$ cat config.mk
export PLATFORM = sky130hd
export DESIGN_NAME = line_performance_counters
export DESIGN_NICKNAME = d
export VERILOG_FILES = /design/src/core/perf_mon_pkg.sv /design/src/core/line_performance_counters.sv /design/src/core/sat_event_counter.sv
export SDC_FILE = /design/constraint.sdc
export NUM_CORES = 1
export LEC_CHECK = 0
export ABC_AREA = 0
export ABC_CLOCK_PERIOD_IN_PS = 2900
export BUFFER_PORTS_ARGS = -buffer_cell sky130_fd_sc_hd__buf_2
export CAP_MARGIN = 10
export CORE_ASPECT_RATIO = 1.1
export CORE_MARGIN = 2
export CORE_UTILIZATION = 52
export CTS_CLUSTER_DIAMETER = 30
export DETAILED_ROUTE_END_ITERATION = 10
export PLACE_DENSITY = 0.76
export SETUP_SLACK_MARGIN = 0.02
export SYNTH_ARGS = -nofsm -noshare
export SYNTH_HDL_FRONTEND = slang
export SYNTH_HIERARCHICAL = 1
export SYNTH_SLANG_ARGS = --single-unit
$ cat constraint.sdc
create_clock -name sys_clk_i -period 2.9 [get_ports sys_clk_i]
set_input_delay 0.435 -clock sys_clk_i [delete_from_list [all_inputs] [get_ports sys_clk_i]]
set_output_delay 0.435 -clock sys_clk_i [all_outputs]
set_load 0.005 [all_outputs]
$ cat src/core/perf_mon_pkg.sv
/*
  Constants for the line performance counter block: register offsets,
  field positions, counter widths and latch timing.
  Assumes an 8-bit register port and a 50 MHz system clock.
*/
package perf_mon_pkg;
  localparam int ADDR_W = 8;
  localparam int DATA_W = 8;
  localparam logic [7:0] OFF_STATUS = 8'h49;
  localparam logic [7:0] OFF_VIOL_LO = 8'h4a;
  localparam logic [7:0] OFF_VIOL_HI = 8'h4b;
  localparam logic [7:0] OFF_BITERR_LO = 8'h4c;
  localparam logic [7:0] OFF_BITERR_HI = 8'h4d;
  localparam logic [7:0] OFF_FRAMING = 8'h4e;
  localparam logic [7:0] OFF_ALIGN = 8'h4f;
  localparam logic [7:0] OFF_CTRL = 8'h40;
  localparam int BIT_OVERRUN = 0;
  localparam int BIT_DONE = 1;
  localparam int BIT_RSVD = 2;
  localparam int BIT_SEL_ALIGN = 0;
  localparam int VIOL_W = 12;
  localparam int BITERR_W = 9;
  localparam int FRAMING_W = 5;
  localparam int ALIGN_W = 3;
  localparam int BITERR_STEP_W = 3;
  localparam logic [2:0] BITERR_STEP_MAX = 3'h7;
  localparam logic [7:0] CTRL_RESET = 8'h00;
  localparam logic [7:0] STATUS_RESET = 8'h00;
  // Latch deadline: 3.5 recovered periods at 1.544 MHz
  localparam int SYS_CLK_HZ = 50000000;
  localparam int LATCH_MAX_NS = 2266;
  localparam int LATCH_MAX_CYC = (LATCH_MAX_NS * (SYS_CLK_HZ / 1000000)) / 1000;
  typedef enum logic [1:0] {
    LATCH_IDLE = 2'b00,
    LATCH_WAIT = 2'b01,
    LATCH_MOVE = 2'b11
  } latch_state_t;
endpackage : perf_mon_pkg

$ cat src/core/line_performance_counters.sv
/*
  Performance monitor counters for a T1 receive path with holding
  registers and transfer status, reached over a plain register port.
  Assumes framer event strobes come from other clock domains and are
  active-high pulses, one event per rising edge, wider than two system clocks.
*/
// Summary of operation
// - After counts move into holding registers, set transfer-done in status bit 1.
// - Reading status clears transfer-done, acknowledging the transfer.
// - A transfer while transfer-done still set sets overrun in bit 0.
// - Reading status clears overrun; it reads zero when no overrun.
// - A write to any count address latches all counters as one group.
// - Latch and counter reset align with event timing; no event lost or doubled.
// - Holding registers hold new data within 3.5 recovered clock periods.
// - Holding contents are undefined after reset until first latch.
// - Holding registers read at the same count addresses.
// - Violation counter is 12 bits; low byte at 4AH.
// - Upper four violation bits in 4BH bits 3..0; bits 7..4 unused.
// - Violation counter steps once per bipolar violation.
// - Bit error counter is 9 bits; low byte 4CH, top bit 4DH bit 0.
// - One bit error per CRC-6 error in extended superframe, per superframe F-bit error.
// - Loop-carrier Ft errors count one; multiplexed format counts up to 7 per frame.
// - Framing bit error counter is 5 bits, latched in the same group.
// - 3-bit counter counts out-of-frame or alignment changes, chosen by select bit.
`timescale 1ns/1ps
module line_performance_counters
  import perf_mon_pkg::*;
(
  input wire logic sys_clk_i,
  input wire logic rst_i,
  input wire logic [ADDR_W-1:0] addr_i,
  input wire logic [DATA_W-1:0] wdata_i,
  input wire logic wr_i,
  input wire logic rd_i,
  output logic [DATA_W-1:0] rdata_o,
  input wire logic bipolar_violation_i,
  input wire logic bit_error_event_i,
  input wire logic [BITERR_STEP_W-1:0] bit_error_weight_i,
  input wire logic framing_bit_error_i,
  input wire logic out_of_frame_i,
  input wire logic alignment_change_i
);
  localparam int NEV = 5;

  function automatic logic is_count_addr(input logic [ADDR_W-1:0] a);
    is_count_addr = (a >= OFF_VIOL_LO) && (a <= OFF_ALIGN);
  endfunction : is_count_addr

  // Two-stage synchronisers; stage one feeds stage two only
  logic [NEV-1:0] ev_raw;
  wire logic [NEV-1:0] ev_pulse;
  assign ev_raw = {alignment_change_i, out_of_frame_i, framing_bit_error_i,
                   bit_error_event_i, bipolar_violation_i};

  // Flops local to each channel, so every process owns all that it writes
  genvar g;
  generate
    for (g = 0; g < NEV; g++)
    begin : g_sync
      logic sync_a;
      logic sync_b;
      logic sync_c;
      always_ff @(posedge sys_clk_i)
      begin
        if (rst_i)
        begin
          sync_a <= 1'b0;
          sync_b <= 1'b0;
          sync_c <= 1'b0;
        end
        else
        begin
          sync_a <= ev_raw[g];
          sync_b <= sync_a;
          sync_c <= sync_b;
        end
      end
      assign ev_pulse[g] = sync_b & ~sync_c;
    end
  endgenerate

  // Weight also crosses domains; sampled via its own two flops
  // Quasi-static: the framer holds it steady around each event edge
  logic [BITERR_STEP_W-1:0] wt_a;
  logic [BITERR_STEP_W-1:0] wt_b;
  always_ff @(posedge sys_clk_i)
  begin
    if (rst_i)
    begin
      wt_a <= '0;
      wt_b <= '0;
    end
    else
    begin
      wt_a <= bit_error_weight_i;
      wt_b <= wt_a;
    end
  end

  // Control register: selects alignment-change counting
  logic [DATA_W-1:0] ctrl;
  always_ff @(posedge sys_clk_i)
  begin
    if (rst_i)
      ctrl <= CTRL_RESET;
    else if (wr_i && addr_i == OFF_CTRL)
      ctrl <= wdata_i;
  end

  // Latch sequencer
  latch_state_t state;
  latch_state_t next_state;
  logic clear_pulse;
  always_comb
  begin
    next_state = state;
    case (state)
      LATCH_IDLE:
        if (wr_i && is_count_addr(addr_i))
          next_state = LATCH_WAIT;
      LATCH_WAIT:
        next_state = LATCH_MOVE;
      LATCH_MOVE:
        next_state = LATCH_IDLE;
      default:
        next_state = LATCH_IDLE;
    endcase
  end
  always_ff @(posedge sys_clk_i)
  begin
    if (rst_i)
      state <= LATCH_IDLE;
    else
      state <= next_state;
  end
  // Wait state lets in-flight synchronised events land before the copy
  assign clear_pulse = (state == LATCH_MOVE);

  // Counters
  logic [BITERR_STEP_W-1:0] bit_error_step;
  logic [VIOL_W-1:0] line_code_violation_count;
  logic [BITERR_W-1:0] bit_error_event_count;
  logic [FRAMING_W-1:0] framing_bit_error_count;
  logic [ALIGN_W-1:0] out_of_frame_count;
  logic frame_loss_step;
  // Superframe, extended superframe and loop-carrier frames weigh 1;
  // the multiplexed-format framer reports up to 7 per frame
  assign bit_error_step = ev_pulse[1] ? ((wt_b == 3'h0) ? 3'h1 : wt_b) : 3'h0;
  assign frame_loss_step = ctrl[BIT_SEL_ALIGN] ? ev_pulse[4] : ev_pulse[3];

  sat_event_counter #(.W(VIOL_W), .SW(1)) u_viol (
    .sys_clk_i(sys_clk_i),
    .rst_i(rst_i),
    .clear_i(clear_pulse),
    .step_i(ev_pulse[0]),
    .count_o(line_code_violation_count)
  );
  sat_event_counter #(.W(BITERR_W), .SW(BITERR_STEP_W)) u_biterr (
    .sys_clk_i(sys_clk_i),
    .rst_i(rst_i),
    .clear_i(clear_pulse),
    .step_i(bit_error_step),
    .count_o(bit_error_event_count)
  );
  sat_event_counter #(.W(FRAMING_W), .SW(1)) u_framing (
    .sys_clk_i(sys_clk_i),
    .rst_i(rst_i),
    .clear_i(clear_pulse),
    .step_i(ev_pulse[2]),
    .count_o(framing_bit_error_count)
  );
  sat_event_counter #(.W(ALIGN_W), .SW(1)) u_frame_loss (
    .sys_clk_i(sys_clk_i),
    .rst_i(rst_i),
    .clear_i(clear_pulse),
    .step_i(frame_loss_step),
    .count_o(out_of_frame_count)
  );

  // Holding registers; no reset, contents meaningless until first latch
  logic [VIOL_W-1:0] hold_viol;
  logic [BITERR_W-1:0] hold_biterr;
  logic [FRAMING_W-1:0] hold_framing;
  logic [ALIGN_W-1:0] hold_frame_loss;
  always_ff @(posedge sys_clk_i)
  begin
    if (clear_pulse)
    begin
      hold_viol <= line_code_violation_count;
      hold_biterr <= bit_error_event_count;
      hold_framing <= framing_bit_error_count;
      hold_frame_loss <= out_of_frame_count;
    end
  end

  // Status flags; a transfer in the read cycle wins over the clear of transfer-done, but the read clears overrun
  logic transfer_done_flag;
  logic holding_overrun_flag;
  logic status_rd;
  assign status_rd = rd_i && (addr_i == OFF_STATUS);
  always_ff @(posedge sys_clk_i)
  begin
    if (rst_i)
      transfer_done_flag <= 1'b0;
    else if (clear_pulse)
      transfer_done_flag <= 1'b1;
    else if (status_rd)
      transfer_done_flag <= 1'b0;
  end
  always_ff @(posedge sys_clk_i)
  begin
    if (rst_i)
      holding_overrun_flag <= 1'b0;
    else if (clear_pulse && transfer_done_flag && !status_rd)
      holding_overrun_flag <= 1'b1;
    else if (status_rd)
      holding_overrun_flag <= 1'b0;
  end

  // Reserved bit stored as written; software keeps it zero
  logic rsvd_bit;
  always_ff @(posedge sys_clk_i)
  begin
    if (rst_i)
      rsvd_bit <= STATUS_RESET[BIT_RSVD];
    else if (wr_i && addr_i == OFF_STATUS)
      rsvd_bit <= wdata_i[BIT_RSVD];
  end

  // Read data, one cycle after the strobe, zero otherwise
  logic [DATA_W-1:0] next_rdata;
  always_comb
  begin
    next_rdata = '0;
    if (rd_i)
    begin
      case (addr_i)
        OFF_STATUS: next_rdata = {5'h00, rsvd_bit, transfer_done_flag, holding_overrun_flag};
        OFF_VIOL_LO: next_rdata = hold_viol[7:0];
        OFF_VIOL_HI: next_rdata = {4'h0, hold_viol[11:8]};
        OFF_BITERR_LO: next_rdata = hold_biterr[7:0];
        OFF_BITERR_HI: next_rdata = {7'h00, hold_biterr[8]};
        OFF_FRAMING: next_rdata = {3'h0, hold_framing};
        OFF_ALIGN: next_rdata = {5'h00, hold_frame_loss};
        OFF_CTRL: next_rdata = ctrl;
        default: next_rdata = '0;
      endcase
    end
  end
  always_ff @(posedge sys_clk_i)
  begin
    if (rst_i)
      rdata_o <= '0;
    else
      rdata_o <= next_rdata;
  end

  // Helper: cycles since latch write
  logic [7:0] since_wr;
  always_ff @(posedge sys_clk_i)
  begin
    if (rst_i || (state == LATCH_IDLE && wr_i && is_count_addr(addr_i)))
      since_wr <= 8'h00;
    else if (since_wr != 8'hff)
      since_wr <= since_wr + 8'h01;
  end

  chk_latch_deadline: assert property (@(posedge sys_clk_i) disable iff (rst_i)
    (state == LATCH_IDLE && wr_i && is_count_addr(addr_i)) |-> ##2 clear_pulse)
    else $error("latch not done in time");
  chk_latch_bound: assert property (@(posedge sys_clk_i) disable iff (rst_i)
    clear_pulse |-> (since_wr <= 8'(LATCH_MAX_CYC)))
    else $error("latch exceeded deadline");
  chk_done_set: assert property (@(posedge sys_clk_i) disable iff (rst_i)
    clear_pulse |=> transfer_done_flag)
    else $error("transfer flag not set");
  chk_done_holds: assert property (@(posedge sys_clk_i) disable iff (rst_i)
    (transfer_done_flag && !status_rd) |=> transfer_done_flag)
    else $error("transfer flag dropped without read");
  chk_done_clear: assert property (@(posedge sys_clk_i) disable iff (rst_i)
    (status_rd && !clear_pulse) |=> !transfer_done_flag)
    else $error("transfer flag not cleared by read");
  chk_overrun_set: assert property (@(posedge sys_clk_i) disable iff (rst_i)
    (clear_pulse && transfer_done_flag && !status_rd) |=> holding_overrun_flag)
    else $error("overrun not flagged");
  chk_overrun_clear: assert property (@(posedge sys_clk_i) disable iff (rst_i)
    status_rd |=> !holding_overrun_flag)
    else $error("overrun not cleared by read");
  chk_hold_copy: assert property (@(posedge sys_clk_i) disable iff (rst_i)
    clear_pulse |=> (hold_viol == $past(line_code_violation_count) &&
                     hold_biterr == $past(bit_error_event_count) &&
                     hold_framing == $past(framing_bit_error_count)))
    else $error("holding copy wrong");
  chk_count_restart: assert property (@(posedge sys_clk_i) disable iff (rst_i)
    clear_pulse |=> (line_code_violation_count == VIOL_W'($past(ev_pulse[0]))))
    else $error("event in clear cycle lost");
  chk_viol_high: assert property (@(posedge sys_clk_i) disable iff (rst_i)
    (rd_i && addr_i == OFF_VIOL_HI) |=> (rdata_o[7:4] == 4'h0))
    else $error("unused bits not zero");
  chk_framing_sat: assert property (@(posedge sys_clk_i) disable iff (rst_i)
    (framing_bit_error_count == 5'h1f && !clear_pulse) |=> (framing_bit_error_count == 5'h1f))
    else $error("counter wrapped");
endmodule : line_performance_counters

$ cat src/core/sat_event_counter.sv
/*
  Saturating event counter with a clear that is applied atomically with
  an increment, so an event in the clearing cycle starts the new period.
  Assumes step and clear come from the system clock domain.
*/
`timescale 1ns/1ps
module sat_event_counter #(
  parameter int W = 8,
  parameter int SW = 1
) (
  input wire logic sys_clk_i,
  input wire logic rst_i,
  input wire logic clear_i,
  input wire logic [SW-1:0] step_i,
  output logic [W-1:0] count_o
);
  logic [W:0] sum;
  logic [W-1:0] max_val;
  assign max_val = '1;
  assign sum = (clear_i ? {(W+1){1'b0}} : {1'b0, count_o}) + (W+1)'(step_i);
  always_ff @(posedge sys_clk_i)
  begin
    if (rst_i)
      count_o <= '0;
    else if (sum > {1'b0, max_val})
      count_o <= max_val; // Saturate
    else
      count_o <= sum[W-1:0]; // Event in clear cycle lands in new period
  end
endmodule : sat_event_counter

==> Word-level counts from Yosys, hierarchy flattened <==
Cells that the tools add are included.
{ "op_classes": {"n_addsub": 4, "order_cmp": 6, "n_eq_ne": 11, "muxes": 17, "bitwise": 11, "reduce_logical": 13} }
{ "op_table": {"columns": ["cell", "n"], "rows": [
  ["== test 8 x 7 -> 1 bit (second input constant)", 8],
  ["case mux 8 bit (8 select lines)", 1],
  ["two-way mux 12 bit", 2],
  ["two-way mux 9 bit", 2],
  ["adder 13 x 1 -> 13 bit", 1],
  ["> comparator 13 x 12 -> 1 bit (second input constant)", 1],
  ["two-way mux 3 bit", 4],
  ["adder 10 x 3 -> 10 bit", 1],
  ["> comparator 10 x 9 -> 1 bit (second input constant)", 1],
  ["two-way mux 5 bit", 2],
  ["greater-or-equal comparator 8 x 7 -> 1 bit (second input constant)", 1],
  ["<= comparator 8 x 7 -> 1 bit (second input constant)", 1],
  ["logical AND 1 bit", 7],
  ["adder 6 x 1 -> 6 bit", 1],
  ["> comparator 6 x 5 -> 1 bit (second input constant)", 1],
  ["NOT 1 bit", 6],
  ["bitwise AND 1 bit", 5],
  ["adder 4 x 1 -> 4 bit", 1],
  ["> comparator 4 x 3 -> 1 bit (second input constant)", 1],
  ["two-way mux 1 bit", 4],
  ["case mux 2 bit (2 select lines)", 1],
  ["nonzero test 2 bit", 2],
  ["logical NOT 3 bit", 1],
  ["== test 2 x 1 -> 1 bit (second input constant)", 1],
  ["6 further kinds", 6]
]} }
{ "word_totals": {"regBits": 100, "in_bits": 28, "output_inout_bits": 8, "wordCells": 93} }

==> Longest topological paths before layout <==
{ "depth": {"depth_word": 6, "depth_mapped": 10, "mapped_depth_nobuf": 9} }

==> Hierarchy <==
Netlist, hierarchy kept.
{ "modules_own_cells": {"columns": ["mod", "n_inst", "cells_per_inst", "area_per_inst_um2", "seq_area_each_um2"], "rows": [
  ["line_performance_counters", 1, 210, 2665.1, 1711.6],
  ["sat_event_counter (u_viol)", 1, 71, 653.1, 240.2],
  ["sat_event_counter (u_biterr)", 1, 53, 520.5, 180.2],
  ["sat_event_counter (u_framing)", 1, 27, 244.0, 100.1],
  ["sat_event_counter (u_frame_loss)", 1, 15, 153.9, 60.1]
]} }

==> Worst setup path after synthesis <==
OpenSTA, ideal clock, no wires.
{ "synth_path": {"kind": "flip-flop to flip-flop", "start": "reg state[1]", "end": "reg u_biterr.count_o[8]", "setup_ns": 0.078, "arrival_ns": 2.709, "required_ns": 2.822, "setup_slack_ns": 0.113, "stages_incl_launch_ff": 10, "n_path_buf": 0, "period_less_slack_ns": 2.787, "cell_sequence": "dfxtp_1 nand2_1 inv_1 nor2b_1 ha_1 fa_1 a21oi_1 nor4b_2 and4_2 nor3_1"} }
{ "synth_between": {"elab_chain_len": 5} }
{ "synth_rtl": {"columns": ["item", "line", "text"], "rows": [
  ["start, declared", "line_performance_counters.sv:111", "latch_state_t state;"],
  ["start signal, assigned", "line_performance_counters.sv:134", "state <= next_state;"],
  ["== test 2 bit *", "line_performance_counters.sv:137", "assign clear_pulse = (state == LATCH_MOVE);"],
  ["named net clear_pulse", "line_performance_counters.sv:113", "logic clear_pulse;"],
  ["two-way mux 9 bit *", "sat_event_counter.sv:20", "assign sum = (clear_i ? {(W+1){1'b0}} : {1'b0, count_o}) + (W+1)'(step_i);"],
  ["adder 10 x 3 -> 10 bit *", "sat_event_counter.sv:20", null],
  ["> comparator 10 x 9 -> 1 bit", "sat_event_counter.sv:25", "else if (sum > {1'b0, max_val})"],
  ["two-way mux 9 bit *", "sat_event_counter.sv:25", null],
  ["end signal, assigned", "sat_event_counter.sv:26", "count_o <= max_val;"],
  ["end signal, assigned", "sat_event_counter.sv:28", "count_o <= sum[W-1:0];"],
  ["end, declared", "sat_event_counter.sv:15", "output logic [W-1:0] count_o"]
]} }
Mark *: on every way through the listed nets, which the timed path passes. The rest lies on a longest branch.
A chain may end at the register's enable or synchronous reset.

==> Worst setup path in the final report <==
{ "layout_path": {"start": "reg state[1]", "end": "reg u_viol.count_o[6]"} }
{ "layout_between": {"elab_chain_len": 5} }
{ "layout_rtl": {"columns": ["item", "line"], "rows": [
  ["== test 2 bit *", "line_performance_counters.sv:137"],
  ["named net clear_pulse", "line_performance_counters.sv:113"],
  ["two-way mux 12 bit *", "sat_event_counter.sv:20"],
  ["adder 13 x 1 -> 13 bit *", "sat_event_counter.sv:20"],
  ["> comparator 13 x 12 -> 1 bit", "sat_event_counter.sv:25"],
  ["two-way mux 12 bit *", "sat_event_counter.sv:25"],
  ["end signal, assigned", "sat_event_counter.sv:26"],
  ["end signal, assigned", "sat_event_counter.sv:28"],
  ["end, declared", "sat_event_counter.sv:15"]
]} }
Marks and branches as above.

==> results.rst <==
.. list-table::
   :header-rows: 1

   * - Metric
     - Value
   * - Number of global-route vias before repair
     - 2789
   * - Antenna-violating nets left
     - 0
   * - Via count
     - 2755
   * - Net count after synthesis
     - 414
   * - Internal power
     - 1.90 mW
   * - Share of the cycle needed by the critical path after routing
     - 78.0%
   * - Post-cts gate resize count
     - 0
   * - Cell count after synthesis
     - 376
   * - Setup TNS Final
     - 0 ns
   * - Highest clock rate
     - 0.442 GHz
   * - Filler instances
     - 638
   * - Buffers from clock root to sink, at most
     - 2
   * - Sum of routed wire length over all layers
     - 7760 µm
   * - Number of buffers inserted by port buffering
     - 35
   * - Clock tree from TritonCTS
     - yes
   * - Number of synthesized flops with an enable pin
     - 29
   * - Clock root cell
     - sky130_fd_sc_hd__clkbuf_8
   * - Worst min-delay path class
     - primary input to flip-flop
   * - Floorplan die height
     - 98.7 µm
   * - Final-stage net count
     - 448
   * - Diode insertion count for antenna repair
     - 0
   * - Pins over their slew limit
     - 0
   * - Iteration-0 DRC Markers
     - 211
   * - Minimum period implied by the final worst setup slack
     - 2.26 ns
   * - Count of final hold-check violations
     - 0
   * - Area of all sequential standard cells
     - 0.00229 mm²
   * - Number of buffers added for setup after CTS
     - 0
   * - Final Cell Area
     - 0.00467 mm²
   * - Final core occ
     - 59.0%
   * - Share of final-layout standard cells stronger than drive strength 1
     - 20.0%
   * - WS Path Type
     - flip-flop to flip-flop
   * - CP arrival
     - 2.47 ns
   * - Peak supply drop
     - 0.258 mV
   * - Global placer's final weighted congestion
     - 0.808
   * - Later-pin clock latency in the skew report
     - 0.35 ns
   * - Status
     - finished clean
   * - 1st-pass router iterations
     - 5
   * - Overall die area
     - 0.00889 mm²
   * - Site row count
     - 34
   * - Most common flop cell mapped by yosys
     - sky130_fd_sc_hd__dfxtp_1
   * - RSZ-0062 raised after global routing
     - no
   * - Total congestion overflow after global routing
     - 0
   * - Pin count of the biggest net entering global routing
     - 48
   * - Total routing resource utilization after global routing
     - 18.4%
   * - Hold buffer count at CTS
     - 0
   * - Core Area
     - 0.00791 mm²
   * - Number of distinct library cell variants in the gate-level netlist after synthesis
     - 69
   * - Average instance area after synthesis
     - 11.3 µm²
   * - Average vias per placed instance
     - 5.27
   * - Number of antenna violations at the first check in global routing
     - 0
   * - CP Launch Type
     - flip-flop
   * - Post-detail-place hpwl
     - 5530 µm
   * - Area grow syn2layout
     - 10.3%
   * - Critical path fanouts, max
     - 45
   * - Remaining DRCs
     - 0
   * - Sequential share of the synthesized area
     - 54.1%
   * - Total of warnings raised by yosys
     - 6
   * - Max H-tree Level
     - 3
   * - Combinational share of power
     - 4.7%
   * - Sw Pwr
     - 0.529 mW
   * - Clock sink total
     - 100
   * - Crit path capture type
     - flip-flop
   * - Clock transition at path regs
     - 0.09 ns
   * - Die width
     - 90.1 µm
   * - Wire length of the first global-routing pass
     - 13100 µm
   * - Clock group share of total power
     - 35.5%
   * - Areal power density over the cells
     - 520 mW/mm²
   * - Switching Share
     - 21.8%
   * - Clock skew
     - 0.00640 ns
   * - Actual transition at the worst max-transition pin
     - 0.873 ns
   * - Effective utilization at floorplan
     - 53.5%
   * - Cts bufs inserted
     - 9
   * - Final setup vio count
     - 0
   * - Headroom to the max-slew limit
     - 41.8%
   * - Cell area after technology mapping
     - 0.00424 mm²
   * - Power share of the sequential group
     - 59.8%
   * - Wire length per cell
     - 14.8 µm
   * - Area post-placement
     - 0.00448 mm²
   * - Maximum Capacitance Violations
     - 0
   * - Area used by multi-input combinational logic
     - 0.00181 mm²
   * - Synth Register Bits
     - 100
   * - Num ports
     - 36
   * - Share of async-settable or async-resettable flops after synthesis
     - 0%
   * - WP data required
     - 3.10 ns
   * - Total leakage power
     - 1.74 nW
critical path, cell delays in order, from the launching register on:
cell and delay (ns):
sky130_fd_sc_hd__dfxtp_1 0.36, sky130_fd_sc_hd__nand2_1 0.09, sky130_fd_sc_hd__inv_2 0.22, sky130_fd_sc_hd__buf_4 0.49, sky130_fd_sc_hd__nor2b_1 0.11, sky130_fd_sc_hd__ha_1 0.25
sky130_fd_sc_hd__nand3_1 0.21, sky130_fd_sc_hd__nor2_2 0.12, sky130_fd_sc_hd__xnor2_1 0.18, sky130_fd_sc_hd__a21oi_1 0.09
area by class of cell:
cell class                      instances  share of cell area [%]
Sequential cell                       100                    49.1
Multi-Input combinational cell        250                    38.8
Clock buffer                           11                    2.81
Inverter                               11                   0.884
Timing Repair Buffer                   38                    4.23
Tap cell                              108                    2.89
Clock inverter                          5                    1.31
cells by family after synthesis:
logic type / Yosys count / synth area share, %
adders and majority gates: 10 / 3.13
buffers and inverters: 26 / 3.10
muxes: 19 / 4.58
and+or+nand+nor: 145 / 21.9
AOI/OAI and AO/OA: 62 / 10.3
DFF: 100 / 54.1
xor gates and xnor gates: 14 / 2.89
registers in the layout, indices dropped and copies added (netlist names), 2 cells and up:
name	cells
wt_a	3
u_biterr/count_o	9
u_viol/count_o	12
hold_viol	12
g_sync.sync_a	5
g_sync.sync_b	5
g_sync.sync_c	5
hold_framing	5
ctrl	8
hold_biterr	9
state	2
u_framing/count_o	5
hold_frame_loss	3
u_frame_loss/count_o	3
rdata_o	8
wt_b	3
Yosys cell counts, types with 5 or more instances:
| master | count | area, µm² |
|---|---|---|
| sky130_fd_sc_hd__nor3_1 | 9 | 45.0 |
| sky130_fd_sc_hd__a211oi_1 | 5 | 37.5 |
| sky130_fd_sc_hd__nand3_1 | 8 | 40.0 |
| sky130_fd_sc_hd__a21oi_1 | 19 | 95.1 |
| sky130_fd_sc_hd__a22o_1 | 5 | 43.8 |
| sky130_fd_sc_hd__clkbuf_1 | 6 | 22.5 |
| sky130_fd_sc_hd__mux2i_1 | 16 | 160 |
| sky130_fd_sc_hd__nand2_1 | 15 | 56.3 |
| sky130_fd_sc_hd__inv_1 | 11 | 41.3 |
| sky130_fd_sc_hd__edfxtp_1 | 29 | 871 |
| sky130_fd_sc_hd__buf_2 | 5 | 25.0 |
| sky130_fd_sc_hd__nor2b_1 | 36 | 225 |
| sky130_fd_sc_hd__dfxtp_1 | 71 | 1420 |
| sky130_fd_sc_hd__ha_1 | 9 | 113 |
| sky130_fd_sc_hd__a31oi_1 | 8 | 50.1 |
| sky130_fd_sc_hd__nor2_1 | 28 | 105 |
| sky130_fd_sc_hd__xnor2_1 | 12 | 105 |
| sky130_fd_sc_hd__o22ai_1 | 6 | 37.5 |
per-stage QoR:
step	power, mW	hold slack, ns	std cells	setup WS, ns
floorplan	1.56	0.401	376	0.113
global placement	1.60	0.406	507	0.768
detailed placement	1.60	0.413	507	0.654
CTS	2.45	0.287	523	0.645
global route	2.52	0.290	523	0.427
finish	2.43	0.298	523	0.637
metal layers:
metal	vias up	wire length [µm]	global-route usage (%)
li1	1412	-	-
met1	1282	3670	23.9
met2	54	3720	30.7
met3	7	282	3.52
met4	0	93	6.98
met5	-	0	0
worst paths after layout:
check / start / endpoint / slack, ns / depth (start not counted)
hold / removal: bit_error_event_i / g_sync[1].sync_a$_SDFF_PP0_ / 0.30 / 2
hold reg to reg: u_biterr/count_o[1]$_SDFF_PP0_ / hold_biterr[1]$_DFFE_PP_ / 0.44 / 0
setup reg to reg: state[1]$_SDFFE_PP0P_ / u_viol/count_o[6]$_SDFF_PP0_ / 0.64 / 9
setup / recovery: state[1]$_SDFFE_PP0P_ / u_viol/count_o[6]$_SDFF_PP0_ / 0.64 / 9
cells in the final DEF (no fill, tap or decap), types with 5 or more instances in the layout:
cell type,n
sky130_fd_sc_hd__o22ai_1,6
sky130_fd_sc_hd__ha_1,9
sky130_fd_sc_hd__a211oi_1,5
sky130_fd_sc_hd__clkbuf_8,9
sky130_fd_sc_hd__nor2_1,28
sky130_fd_sc_hd__nor2b_1,36
sky130_fd_sc_hd__xnor2_1,12
sky130_fd_sc_hd__nor3_1,9
sky130_fd_sc_hd__nand3_1,8
sky130_fd_sc_hd__buf_2,35
sky130_fd_sc_hd__a21oi_1,19
sky130_fd_sc_hd__edfxtp_1,29
sky130_fd_sc_hd__a31oi_1,8
sky130_fd_sc_hd__inv_1,10
sky130_fd_sc_hd__a22o_1,5
sky130_fd_sc_hd__mux2i_1,16
sky130_fd_sc_hd__nand2_1,15
sky130_fd_sc_hd__dfxtp_1,71
power groups by stage:
stage | clock (mW) | sequential (mW) | combinational (mW)
floorplan | 0 | 1.48 | 0.0779
global placement | 0 | 1.48 | 0.112
detailed placement | 0 | 1.48 | 0.114
CTS | 0.881 | 1.45 | 0.114
global route | 0.936 | 1.45 | 0.127
finish | 0.862 | 1.45 | 0.114
No activity file was read; power rests on OpenSTA's default activity.
